## src/logic/ppc_pkg.sv

```systemverilog
// Purpose: constants for the port phy control register bank
// Assumes: 16-bit registers reached at their printed byte offsets
// Notes:   field positions, plus the mode and lamp reserved-bit reset values, live here
package ppc_pkg;
    localparam logic [11:0] OFS_LAMP   = 12'h06c;
    localparam logic [11:0] OFS_DIAG   = 12'h07c;
    localparam logic [11:0] OFS_MODE   = 12'h07e;
    localparam logic [11:0] OFS_SPEC   = 12'h066;
    localparam logic [11:0] OFS_BASIC  = 12'h05c;
    localparam logic [11:0] OFS_ADV    = 12'h054;
    // lamp control fields
    localparam int LAMP_HI = 14;
    localparam int LAMP_LO = 12;
    localparam logic [11:0] LAMP_RSV_RST = 12'h000;
    // diagnostic fields
    localparam int DG_SHORT = 15;
    localparam int DG_RES_HI = 14;
    localparam int DG_RES_LO = 13;
    localparam int DG_RUN = 12;
    localparam int DG_FLINK = 11;
    localparam int DG_RSV = 10;
    localparam int DG_NLOOP = 9;
    localparam int DG_CNT_HI = 8;
    // mode control fields
    localparam int MD_RSV = 15;
    localparam int MD_TXDIS = 14;
    localparam int MD_RESTART = 13;
    localparam int MD_NOFEF = 12;
    localparam int MD_PDN = 11;
    localparam int MD_NOAMDIX = 10;
    localparam int MD_FMDIX = 9;
    localparam int MD_FLOOP = 8;
    localparam int MD_ANEN = 7;
    localparam int MD_SPD = 6;
    localparam int MD_DPX = 5;
    localparam logic [15:0] MODE_RST = 16'h00ff;
    // mirror positions in the other phy registers, plus the advert selector value and the failed result code
    localparam int SP_FLINK = 3;
    localparam int SP_EEE = 2;
    localparam int SP_NLOOP = 1;
    localparam int SP_RSV0 = 0;
    localparam int AD_PAUSE = 10;
    localparam int AD_100F = 8;
    localparam int AD_100H = 7;
    localparam int AD_10F = 6;
    localparam int AD_10H = 5;
    localparam int AD_RSV9 = 9;
    localparam logic [4:0] AD_SELECTOR = 5'h01;
    localparam int BC_LOOP = 14;
    localparam int BC_SPD = 13;
    localparam int BC_ANEN = 12;
    localparam int BC_PDN = 11;
    localparam int BC_RESTART = 9;
    localparam int BC_DPX = 8;
    localparam int BC_FMDIX = 4;
    localparam int BC_NOAMDIX = 3;
    localparam int BC_NOFEF = 2;
    localparam int BC_TXDIS = 1;
    localparam logic [1:0] RES_FAIL = 2'h3;
endpackage

```

## src/logic/ppc_regs.sv

```systemverilog
// Purpose: port phy control and status register bank
// Assumes: one 16-bit host port, one clock, phy core reports test and negotiation results
// Notes:   mirrored bits share one flip-flop; all outputs registered
//
// What this block does
// - lamp field 14:12: top bit 0 normal, else 100 off, 101 lamp0, 110 lamp1, 111 both
// - diagnostic result bits 14:13: 00 normal, 01 open, 10 short, 11 failed
// - writing 1 to bit 12 starts diagnostic; device clears it when done
// - read-only bit 15 flags a short closer than ten meters
// - read-only bits 8:0 give fault distance, about 0.4 m per count
// - diagnostic bit 11 forces link pass; zero gives normal link detection
// - diagnostic bit 9 loops receive pair back out on transmit pair
// - mode bit 14 disables the port transmitter
// - mode bit 13 restarts negotiation and clears itself
// - mode bit 12 disables far-end-fault detection, fiber mode only
// - mode bit 11 powers down the phy, registers unchanged
// - mode bit 10 disables automatic crossover
// - with crossover disabled, mode bit 9 forces crossed wiring
// - mode bit 8 loops host frames back at the phy media layer
// - mode bit 7 enables negotiation, resets 1; else bit 5 decides duplex
// - speed bit 6, obeyed with negotiation on or off: 1 is 100 Mbps, 0 is 10 Mbps
// - forced duplex bit 5; failed negotiation always gives half duplex
// - mode bits 4:0 advertise pause, 100F, 100H, 10F, 10H; all reset 1
`timescale 1ns/1ps
`default_nettype none
module ppc_regs (
    input  wire logic        sys_clk,
    input  wire logic        rst,
    input  wire logic        clk_en,
    input  wire logic [11:0] reg_addr,
    input  wire logic        reg_wr,
    input  wire logic        reg_rd,
    input  wire logic [15:0] reg_wdata,
    output logic      [15:0] reg_rdata,
    output logic             reg_rvalid,
    input  wire logic        diag_done,
    input  wire logic [1:0]  diag_result,
    input  wire logic        diag_short_near,
    input  wire logic [8:0]  diag_fault_count,
    input  wire logic        neg_done,
    input  wire logic        neg_ok,
    input  wire logic        link_pin,
    input  wire logic        neg_restart_ack,
    output logic             port_lamp_0,
    output logic             port_lamp_1,
    output logic             lamp_override,
    output logic             diag_start,
    output logic             force_link,
    output logic             near_loop,
    output logic             tx_disable,
    output logic             neg_restart,
    output logic             fef_disable,
    output logic             power_down,
    output logic             mdix_auto,
    output logic             mdix_force,
    output logic             far_loop,
    output logic             neg_enable,
    output logic             speed_100,
    output logic             full_duplex,
    output logic [4:0]       advert,
    output logic             link_up
);
    // storage
    logic [2:0]  lamp_q, lamp_d;
    logic [11:0] lamp_rsv_q, lamp_rsv_d;
    logic        run_q, run_d, flink_q, flink_d, drsv_q, drsv_d, nloop_q, nloop_d;
    logic        short_q, short_d;
    logic [1:0]  res_q, res_d;
    logic [8:0]  cnt_q, cnt_d;
    logic [15:0] mode_q, mode_d;
    logic        eee_q, eee_d, sp0_q, sp0_d, ad9_q, ad9_d;
    logic [2:0]  lnk_sync_q;
    logic        lnk_level_q, lnk_level_d;
    logic        wr_lamp, wr_diag, wr_mode, wr_spec, wr_basic, wr_adv;
    logic        start_req;
    logic [15:0] rd_d, rd_mux;
    logic        lamp0_d, lamp1_d, link_d, dpx_d;

    // address decode
    always_comb begin
        wr_lamp  = reg_wr && (reg_addr == ppc_pkg::OFS_LAMP);
        wr_diag  = reg_wr && (reg_addr == ppc_pkg::OFS_DIAG);
        wr_mode  = reg_wr && (reg_addr == ppc_pkg::OFS_MODE);
        wr_spec  = reg_wr && (reg_addr == ppc_pkg::OFS_SPEC);
        wr_basic = reg_wr && (reg_addr == ppc_pkg::OFS_BASIC);
        wr_adv   = reg_wr && (reg_addr == ppc_pkg::OFS_ADV);
        start_req = wr_diag && reg_wdata[ppc_pkg::DG_RUN];
    end

    // next state of all register-bank bits
    always_comb begin
        lamp_q_hold: begin
            lamp_d     = lamp_q;
            lamp_rsv_d = lamp_rsv_q;
        end
        run_d = run_q;
        flink_d = flink_q;
        drsv_d = drsv_q;
        nloop_d = nloop_q;
        short_d = short_q;
        res_d = res_q;
        cnt_d = cnt_q;
        mode_d = mode_q;
        eee_d = eee_q;
        sp0_d = sp0_q;
        ad9_d = ad9_q;
        if (wr_lamp) begin
            lamp_d     = reg_wdata[ppc_pkg::LAMP_HI:ppc_pkg::LAMP_LO];
            lamp_rsv_d = reg_wdata[11:0];
        end
        if (wr_diag) begin
            flink_d = reg_wdata[ppc_pkg::DG_FLINK];
            drsv_d  = reg_wdata[ppc_pkg::DG_RSV];
            nloop_d = reg_wdata[ppc_pkg::DG_NLOOP];
        end
        if (wr_spec) begin
            flink_d = reg_wdata[ppc_pkg::SP_FLINK];
            nloop_d = reg_wdata[ppc_pkg::SP_NLOOP];
            eee_d   = reg_wdata[ppc_pkg::SP_EEE];
            sp0_d   = reg_wdata[ppc_pkg::SP_RSV0];
        end
        // completion first, so a fresh start in the same cycle still wins
        if (run_q && diag_done) begin
            run_d   = 1'b0;
            res_d   = diag_result;
            short_d = diag_short_near && (diag_result != ppc_pkg::RES_FAIL);
            cnt_d   = diag_fault_count;
        end
        if (start_req) begin
            run_d = 1'b1;
        end
        if (wr_mode) begin
            mode_d = reg_wdata;
        end
        if (wr_basic) begin
            mode_d[ppc_pkg::MD_FLOOP]   = reg_wdata[ppc_pkg::BC_LOOP];
            mode_d[ppc_pkg::MD_SPD]     = reg_wdata[ppc_pkg::BC_SPD];
            mode_d[ppc_pkg::MD_ANEN]    = reg_wdata[ppc_pkg::BC_ANEN];
            mode_d[ppc_pkg::MD_PDN]     = reg_wdata[ppc_pkg::BC_PDN];
            mode_d[ppc_pkg::MD_RESTART] = reg_wdata[ppc_pkg::BC_RESTART];
            mode_d[ppc_pkg::MD_DPX]     = reg_wdata[ppc_pkg::BC_DPX];
            mode_d[ppc_pkg::MD_FMDIX]   = reg_wdata[ppc_pkg::BC_FMDIX];
            mode_d[ppc_pkg::MD_NOAMDIX] = reg_wdata[ppc_pkg::BC_NOAMDIX];
            mode_d[ppc_pkg::MD_NOFEF]   = reg_wdata[ppc_pkg::BC_NOFEF];
            mode_d[ppc_pkg::MD_TXDIS]   = reg_wdata[ppc_pkg::BC_TXDIS];
        end
        if (wr_adv) begin
            mode_d[4] = reg_wdata[ppc_pkg::AD_PAUSE];
            mode_d[3] = reg_wdata[ppc_pkg::AD_100F];
            mode_d[2] = reg_wdata[ppc_pkg::AD_100H];
            mode_d[1] = reg_wdata[ppc_pkg::AD_10F];
            mode_d[0] = reg_wdata[ppc_pkg::AD_10H];
            ad9_d     = reg_wdata[ppc_pkg::AD_RSV9];
        end
        // restart clears once the phy takes it, unless rewritten now
        if (mode_q[ppc_pkg::MD_RESTART] && neg_restart_ack && !(wr_mode && reg_wdata[ppc_pkg::MD_RESTART])
            && !(wr_basic && reg_wdata[ppc_pkg::BC_RESTART])) begin
            mode_d[ppc_pkg::MD_RESTART] = 1'b0;
        end
    end

    // state registers
    always_ff @(posedge sys_clk or posedge rst) begin
        if (rst) begin
            lamp_q <= 3'h0;
            lamp_rsv_q <= ppc_pkg::LAMP_RSV_RST;
            run_q <= 1'b0;
            flink_q <= 1'b0;
            drsv_q <= 1'b1;
            nloop_q <= 1'b0;
            short_q <= 1'b0;
            res_q <= 2'h0;
            cnt_q <= 9'h000;
            mode_q <= ppc_pkg::MODE_RST;
            eee_q <= 1'b1;
            sp0_q <= 1'b0;
            ad9_q <= 1'b0;
        end else if (clk_en) begin
            lamp_q <= lamp_d;
            lamp_rsv_q <= lamp_rsv_d;
            run_q <= run_d;
            flink_q <= flink_d;
            drsv_q <= drsv_d;
            nloop_q <= nloop_d;
            short_q <= short_d;
            res_q <= res_d;
            cnt_q <= cnt_d;
            mode_q <= mode_d;
            eee_q <= eee_d;
            sp0_q <= sp0_d;
            ad9_q <= ad9_d;
        end
    end

    // link pin synchroniser, three stages; level moves only when the last two agree
    always_ff @(posedge sys_clk or posedge rst) begin
        if (rst) begin
            lnk_sync_q <= 3'h0;
            lnk_level_q <= 1'b0;
        end else if (clk_en) begin
            lnk_sync_q <= {lnk_sync_q[1:0], link_pin};
            lnk_level_q <= lnk_level_d;
        end
    end

    // read data and derived phy controls
    always_comb begin
        rd_mux = 16'h0000;
        unique case (reg_addr)
            ppc_pkg::OFS_LAMP: rd_mux = {1'b0, lamp_q, lamp_rsv_q};
            ppc_pkg::OFS_DIAG: rd_mux = {short_q, res_q, run_q, flink_q, drsv_q, nloop_q, cnt_q};
            ppc_pkg::OFS_MODE: rd_mux = mode_q;
            ppc_pkg::OFS_SPEC: rd_mux = {12'h000, flink_q, eee_q, nloop_q, sp0_q};
            ppc_pkg::OFS_BASIC: rd_mux = {1'b0, mode_q[ppc_pkg::MD_FLOOP], mode_q[ppc_pkg::MD_SPD],
                mode_q[ppc_pkg::MD_ANEN], mode_q[ppc_pkg::MD_PDN], 1'b0, mode_q[ppc_pkg::MD_RESTART],
                mode_q[ppc_pkg::MD_DPX], 3'h0, mode_q[ppc_pkg::MD_FMDIX], mode_q[ppc_pkg::MD_NOAMDIX],
                mode_q[ppc_pkg::MD_NOFEF], mode_q[ppc_pkg::MD_TXDIS], 1'b0};
            ppc_pkg::OFS_ADV: rd_mux = {5'h00, mode_q[4], ad9_q, mode_q[3:0], ppc_pkg::AD_SELECTOR};
            default: rd_mux = 16'h0000;
        endcase
        rd_d = reg_rd ? rd_mux : reg_rdata;
        // a one-cycle glitch on the pin never reaches the lamps
        lnk_level_d = (lnk_sync_q[2] == lnk_sync_q[1]) ? lnk_sync_q[2] : lnk_level_q;
        link_d = flink_q || lnk_level_q;
        lamp0_d = lamp_q[2] ? lamp_q[0] : link_d;
        lamp1_d = lamp_q[2] ? lamp_q[1] : (link_d && speed_100);
        dpx_d = mode_q[ppc_pkg::MD_ANEN] ? (neg_done && neg_ok) : mode_q[ppc_pkg::MD_DPX];
    end

    // registered outputs
    always_ff @(posedge sys_clk or posedge rst) begin
        if (rst) begin
            reg_rdata <= 16'h0000;
            reg_rvalid <= 1'b0;
            port_lamp_0 <= 1'b0;
            port_lamp_1 <= 1'b0;
            lamp_override <= 1'b0;
            diag_start <= 1'b0;
            force_link <= 1'b0;
            near_loop <= 1'b0;
            tx_disable <= 1'b0;
            neg_restart <= 1'b0;
            fef_disable <= 1'b0;
            power_down <= 1'b0;
            mdix_auto <= 1'b1;
            mdix_force <= 1'b0;
            far_loop <= 1'b0;
            neg_enable <= 1'b1;
            speed_100 <= 1'b1;
            full_duplex <= 1'b0;
            advert <= 5'h1f;
            link_up <= 1'b0;
        end else if (clk_en) begin
            reg_rdata <= rd_d;
            reg_rvalid <= reg_rd;
            port_lamp_0 <= lamp0_d;
            port_lamp_1 <= lamp1_d;
            lamp_override <= lamp_q[2];
            diag_start <= run_q;
            force_link <= flink_q;
            near_loop <= nloop_q;
            tx_disable <= mode_q[ppc_pkg::MD_TXDIS];
            neg_restart <= mode_q[ppc_pkg::MD_RESTART];
            fef_disable <= mode_q[ppc_pkg::MD_NOFEF];
            power_down <= mode_q[ppc_pkg::MD_PDN];
            mdix_auto <= !mode_q[ppc_pkg::MD_NOAMDIX];
            mdix_force <= mode_q[ppc_pkg::MD_NOAMDIX] && mode_q[ppc_pkg::MD_FMDIX];
            far_loop <= mode_q[ppc_pkg::MD_FLOOP];
            neg_enable <= mode_q[ppc_pkg::MD_ANEN];
            speed_100 <= mode_q[ppc_pkg::MD_SPD];
            full_duplex <= dpx_d;
            advert <= mode_q[4:0];
            link_up <= link_d;
        end
    end

    // checks
    chk_start_sets: assert property (@(posedge sys_clk) disable iff (rst)
        clk_en && start_req |=> run_q)
        else $error("diag start not taken");
    chk_done_clears: assert property (@(posedge sys_clk) disable iff (rst)
        clk_en && run_q && diag_done && !start_req |=> !run_q && res_q == $past(diag_result))
        else $error("diag not cleared");
    chk_lamp_force: assert property (@(posedge sys_clk) disable iff (rst)
        clk_en && lamp_q == 3'h5 |=> port_lamp_0 && !port_lamp_1)
        else $error("lamp override wrong");
    chk_mdix_force: assert property (@(posedge sys_clk) disable iff (rst)
        clk_en && !mode_q[ppc_pkg::MD_NOAMDIX] |=> !mdix_force && mdix_auto)
        else $error("mdix forced wrongly");
    chk_mirror_flink: assert property (@(posedge sys_clk) disable iff (rst)
        clk_en && wr_spec && !wr_diag |=> flink_q == $past(reg_wdata[ppc_pkg::SP_FLINK]))
        else $error("mirror lost");
    chk_adv_mirror: assert property (@(posedge sys_clk) disable iff (rst)
        clk_en && wr_adv && !wr_mode |=> mode_q[4] == $past(reg_wdata[ppc_pkg::AD_PAUSE]))
        else $error("advert mirror lost");
    chk_half_fail: assert property (@(posedge sys_clk) disable iff (rst)
        clk_en && mode_q[ppc_pkg::MD_ANEN] && !neg_ok |=> !full_duplex)
        else $error("failed neg not half");
    chk_pdn_keeps: assert property (@(posedge sys_clk) disable iff (rst)
        clk_en && power_down && !reg_wr && !neg_restart_ack |=> $stable(mode_q))
        else $error("power down changed regs");
    chk_restart_sc: assert property (@(posedge sys_clk) disable iff (rst)
        clk_en && mode_q[ppc_pkg::MD_RESTART] && neg_restart_ack && !reg_wr |=> !mode_q[ppc_pkg::MD_RESTART])
        else $error("restart stuck");
    cov_diag_run: cover property (@(posedge sys_clk) disable iff (rst) start_req ##[1:20] (run_q && diag_done));
    cov_lamp_both: cover property (@(posedge sys_clk) disable iff (rst) lamp_q == 3'h7);
    cov_forced: cover property (@(posedge sys_clk) disable iff (rst) !mode_q[ppc_pkg::MD_ANEN] && full_duplex);
endmodule
`default_nettype wire

```

## config.mk

```make
export PLATFORM = sky130hd
export DESIGN_NAME = ppc_regs
export DESIGN_NICKNAME = d
export VERILOG_FILES = /design/src/logic/ppc_pkg.sv /design/src/logic/ppc_regs.sv
export SDC_FILE = /design/constraint.sdc
export NUM_CORES = 1
export LEC_CHECK = 0
export BUFFER_PORTS_ARGS = -buffer_cell sky130_fd_sc_hd__buf_2
export CELL_PAD_IN_SITES_DETAIL_PLACEMENT = 0
export CELL_PAD_IN_SITES_GLOBAL_PLACEMENT = 1
export CORE_UTILIZATION = 42
export DETAILED_ROUTE_END_ITERATION = 8
export HOLD_SLACK_MARGIN = 0.03
export PLACE_DENSITY_LB_ADDON = 0.3
export SYNTH_ARGS = -nofsm -noshare
export SYNTH_HDL_FRONTEND = slang
export SYNTH_SLANG_ARGS = --single-unit
```

## constraint.sdc

```tcl
create_clock -name sys_clk -period 3.4 [get_ports sys_clk]
set_input_delay 0.51 -clock sys_clk [delete_from_list [all_inputs] [get_ports sys_clk]]
set_output_delay 0.51 -clock sys_clk [all_outputs]
set_load 0.1 [all_outputs]
```

# After elaboration in Yosys (flattened, before gate mapping)
# Index checks and enable logic that the tools add are counted.
# totals
latch_bits,0
memories,0
rom_bits,0
elab_cells,99
ram_bits,0
in_bits,50
regBits,93
out_inout_bits,39
# classes
n_lt_le_gt_ge,0
multipliers,0
n_shift,0
bitwise_logic,0
mux,14
addsub,0
n_reduce_logical,39
n_eq_ne,8
n_div,0
# op_table
cell,n
16-bit case mux with 6 select lines,1
"12-bit by 7-bit equality test with 1-bit output, second input constant",6
2-bit AND reduction,13
1-bit logical AND,17
15-bit two-way mux,1
1-bit two-way mux,10
10-bit two-way mux,1
2-bit nonzero test,4
5-bit two-way mux,1
1-bit logical NOT,3
3-bit nonzero test,1
"2-bit inequality test, second input constant",1
1-bit equality test,1
1-bit logical OR,1

# Depth between registers and ports, before layout
# depth
depth_word,8
depth_mapped,7
ltp_nobuf,4

# Worst setup path after synthesis
# OpenSTA, ideal clock, no wires.
# synth_path
path_kind,input to register
from,input reg_addr[7]
to,register lamp_q[2]
n_path_buf,2
t_arrival_ns,2.127
setup_time_ns,0.127
required_ns,3.273
stages,6
slack_ns,1.145
path_cell_list,or4b_4 -> nor4_4 -> and3b_1 -> buf_4 -> buf_6 -> mux2_1
# synth_via
elab_chain_len,3
# synth_lines
item,line_no,text
from (decl),ppc_regs.sv:30,"input wire logic [11:0] reg_addr,"
12-bit by 7-bit equality test with 1-bit output,ppc_regs.sv:81,wr_lamp = reg_wr && (reg_addr == ppc_pkg::OFS_LAMP);
1-bit logical AND,ppc_regs.sv:81,
2-bit AND reduction (no source line),n/a,
to (signal assigned),ppc_regs.sv:179,lamp_q <= lamp_d;
to (decl),ppc_regs.sv:64,"logic [2:0] lamp_q, lamp_d;"
# Every way passes these cells.
# A chain may end at the register's enable or synchronous reset.

# Worst setup path after layout
# layout_path
from,input reg_addr[4]
to,register mode_q[11]
# layout_via
elab_chain_len,4
elab_cells_between_ends,7
cone_classes,eq/ne (2); mux (1); reduce/logical (4)
# layout_lines
item,line_no,text
12-bit by 7-bit equality test with 1-bit output (on tied branches),"ppc_regs.sv:83, ppc_regs.sv:85",
1-bit logical AND (on tied branches),"ppc_regs.sv:83, ppc_regs.sv:85",
2-bit nonzero test (no source line),n/a,
2-bit AND reduction (no source line),n/a,
to (signal assigned),ppc_regs.sv:174,mode_q <= ppc_pkg::MODE_RST;
to (signal assigned),ppc_regs.sv:188,mode_q <= mode_d;
to (decl),ppc_regs.sv:70,"logic [15:0] mode_q, mode_d;"
# Parallel ways exist; a longest one is shown, timed or not.

==> results.sh <==
export IMPL_r2r_setup_slack_ns=1.97
export IMPL_yosys_warnings=0
export IMPL_fin_worst_skew_ns=0.00965
export IMPL_ys_async_sr_fraction_pct=100
export IMPL_clock_fmax_ghz=0.419
export IMPL_track_usage_pct=22.7
export IMPL_powerDensity_mw_per_mm2=406
export IMPL_status="finished clean"
export IMPL_pre_cts_ws_ns=0.647
export IMPL_worst_slew_pin_slew_ns=0.743
export IMPL_grt_start_max_net_pins=36
export IMPL_first_global_vias=3386
export IMPL_cts_max_path_buffers=2
export IMPL_period_needed_ns=2.39
export IMPL_drv_cap=0
export IMPL_final_area_sq_mm=0.00528
export IMPL_slew_headroom_pct=50.3
export IMPL_hold_class="input pin to asynchronous set/reset pin"
export IMPL_synth_ff_type="dfrtp_1"
export IMPL_antenna_found_initial=0
export IMPL_numCtsBuffers=9
export IMPL_final_core_util_pct=50.9
export IMPL_port_buffers=88
export IMPL_p_leak_nw=2.52
export IMPL_path_class="input pin to register"
export IMPL_clk_pin_slew_ns=0.09
export IMPL_cts_resized_gates=0
export IMPL_tritoncts="built"
export IMPL_period_share_pct=70.2
export IMPL_diodes=0
export IMPL_critPathArrivalTime_ns=2.63
export IMPL_r2r_cells=2
export IMPL_syn2layout_area_growth_pct=17.3
export IMPL_coreArea_sq_mm=0.0104
export IMPL_clockRootBuffer="clkbuf_8"
export IMPL_end_kind="register"
export IMPL_fin_nets=521
export IMPL_dp_hpwl_um=9130
export IMPL_gp_congestion=0.912
export IMPL_dpl_cell_area_sq_mm=0.00508
export IMPL_start_util_pct=43.4
export IMPL_viasPerCell=5.59
export IMPL_synth_area_per_cell_sq_um=11.7
export IMPL_yosysSeqAreaShare_pct=52.2
export IMPL_rows=37
export IMPL_drive_gt1_share_pct=43.3
export IMPL_reg2reg_from="run_q"
export IMPL_ys_types=46
export IMPL_fin_ws_ns=1.01
export IMPL_hold_viol=0
export IMPL_io_pin_count=89
export IMPL_r2r_end="res_q[1]"
export IMPL_synth_seq_cells=93
export IMPL_dr_first_iter_drc_count=228
export IMPL_fp_dieH_um=106
export IMPL_final_antenna_net_count=0
export IMPL_synth_nets=434
export IMPL_postCtsHoldBufs=0
export IMPL_ir_worst_vdd_mv=0.209
export IMPL_syn_inst=384
export IMPL_vias=3419
export IMPL_setup_violations=0
export IMPL_drt_total_wl_um=12000
export IMPL_drc=0
export IMPL_routedWlPerCell_um=19.6
export IMPL_dieArea_sq_mm=0.0111
export IMPL_grt_overflow=0
export IMPL_cts_htree_levels=3
export IMPL_die_width_um=106
export IMPL_report_final_slew_viol_count=0
export IMPL_synth_edf_count=0
export IMPL_synth_area_sq_mm=0.00450
export IMPL_drt_pass1_iterations=5
export IMPL_startpoint_type="input pin"
export IMPL_required_ns=3.65
export IMPL_rsz0062_at_grt="no"
export IMPL_cts_sinks=93
export IMPL_post_cts_buffers=0
export IMPL_grt_pass1_wl_um=19100
export IMPL_finalSetupTns_ns=0
export IMPL_clock_latency_ns=0.36
export IMPL_critPathMaxFanout=25
-- Yosys cell counts, types with 2 or more instances --
cell type / number / share of area, %
a21oi_1: 13 / 1.4
clkbuf_1: 11 / 0.92
nand2b_1: 3 / 0.42
a22oi_1: 11 / 1.8
a22o_1: 4 / 0.78
a221oi_1: 5 / 0.97
a31oi_1: 8 / 1.1
nor4bb_1: 2 / 0.44
a32oi_1: 4 / 0.78
nand3_1: 6 / 0.67
dfstp_2: 18 / 11
buf_1: 2 / 0.17
and4_1: 2 / 0.39
nand4b_1: 2 / 0.39
mux2i_1: 7 / 1.6
nand2_1: 43 / 3.6
buf_2: 6 / 0.67
nor2_1: 9 / 0.75
mux2_2: 70 / 18
and3b_1: 2 / 0.39
o211ai_1: 2 / 0.33
nor3b_1: 5 / 0.83
o21ai_0: 18 / 2.0
and2_1: 6 / 0.83
nor2b_1: 4 / 0.56
o22a_1: 3 / 0.58
nand4_1: 5 / 0.70
mux2_1: 10 / 2.5
dfrtp_1: 75 / 42
inv_1: 6 / 0.50
nor3_1: 7 / 0.78
-- how the worst max path moves through the flow --
stage	start	endpoint	slack, ns	depth (start not counted)
after floorplan	rst	ad9_q	0.50	1
after global placement	reg_addr[4]	mode_q[11]	0.70	5
after detailed placement	reg_addr[4]	mode_q[11]	0.65	5
after CTS	reg_addr[4]	mode_q[11]	1.04	5
after global routing	reg_addr[4]	mode_q[11]	0.89	5
final	reg_addr[4]	mode_q[11]	1.01	5
-- worst max-delay path: stages --
cell     delay [ns]
buf_2          0.43
nand3_1        0.23
nor3_2         0.58
and2_1         0.48
mux2_2         0.39
-- cell families (layout without fill, tap and decap cells) --
logic type                Yosys count  in the layout  synth area share (%)
and+or+nand+nor                   103            103                  12.6
DFF                                93             93                  52.2
muxes                              87             87                  21.6
AOI/OAI and AO/OA                  73             73                  10.8
buffers and inverters              27            119                  2.67
xor gates and xnor gates            1              1                 0.195
-- per-layer routing --
metal  routed length, um  vias to the layer above  GRT usage, %  part of all wire [%]
li1                    -                     1598             -                     -
met1                5700                     1690          32.8                    48
met2                5550                      113          35.5                    46
met3                 585                       18          3.22                   4.9
met4                 167                        0          6.65                   1.4
met5                   0                        -             0                     0
-- flip-flops by register name, summed over array words and instances, names as in the netlist, 2 cells and up --
register and count:
lamp_rsv_q 12, lnk_sync_q 3, advert 5, reg_rdata 16, cnt_q 9, res_q 2, mode_q 16, lamp_q 3
-- per-stage QoR --
| stage | instances | power [mW] | hold WS (ns) |
|---|---|---|---|
| 3_3_place_gp | 596 | 1.41 | 0.458 |
| 5_1_grt | 612 | 2.24 | 0.156 |
| 4_1_cts | 612 | 2.17 | 0.140 |
| 3_5_place_dp | 596 | 1.42 | 0.460 |
| 2_1_floorplan | 384 | 1.33 | 0.450 |
| 6_report | 612 | 2.14 | 0.134 |
-- area by class of cell --
type                       instances  area, sq um
multi-input combinational        264         2030
fill                            1010         5090
inverter                           6         23.8
tap                              136          170
clock buffer                      10          138
sequential                        93         2350
clock inverter                     6         61.3
timing repair buffer              97          508
-- where the power goes --
part / switching [mW] / internal (mW)
Sequential: 0.0144 / 1.13
Combinational: 0.181 / 0.0682
Clock: 0.392 / 0.359
Total: 0.587 / 1.56
-- cells in the final DEF, fill, tap and decap left out, types with 7 or more instances in the layout --
| cell type | n |
|---|---|
| o21ai_0 | 18 |
| buf_2 | 88 |
| dfstp_2 | 18 |
| nand2_1 | 43 |
| a22oi_1 | 11 |
| nor3_1 | 7 |
| buf_4 | 9 |
| clkbuf_8 | 10 |
| a31oi_1 | 8 |
| mux2_1 | 10 |
| nor2_1 | 9 |
| a21oi_1 | 13 |
| mux2i_1 | 7 |
| mux2_2 | 70 |
| dfrtp_1 | 75 |
Power figures use the tool's default switching activity.
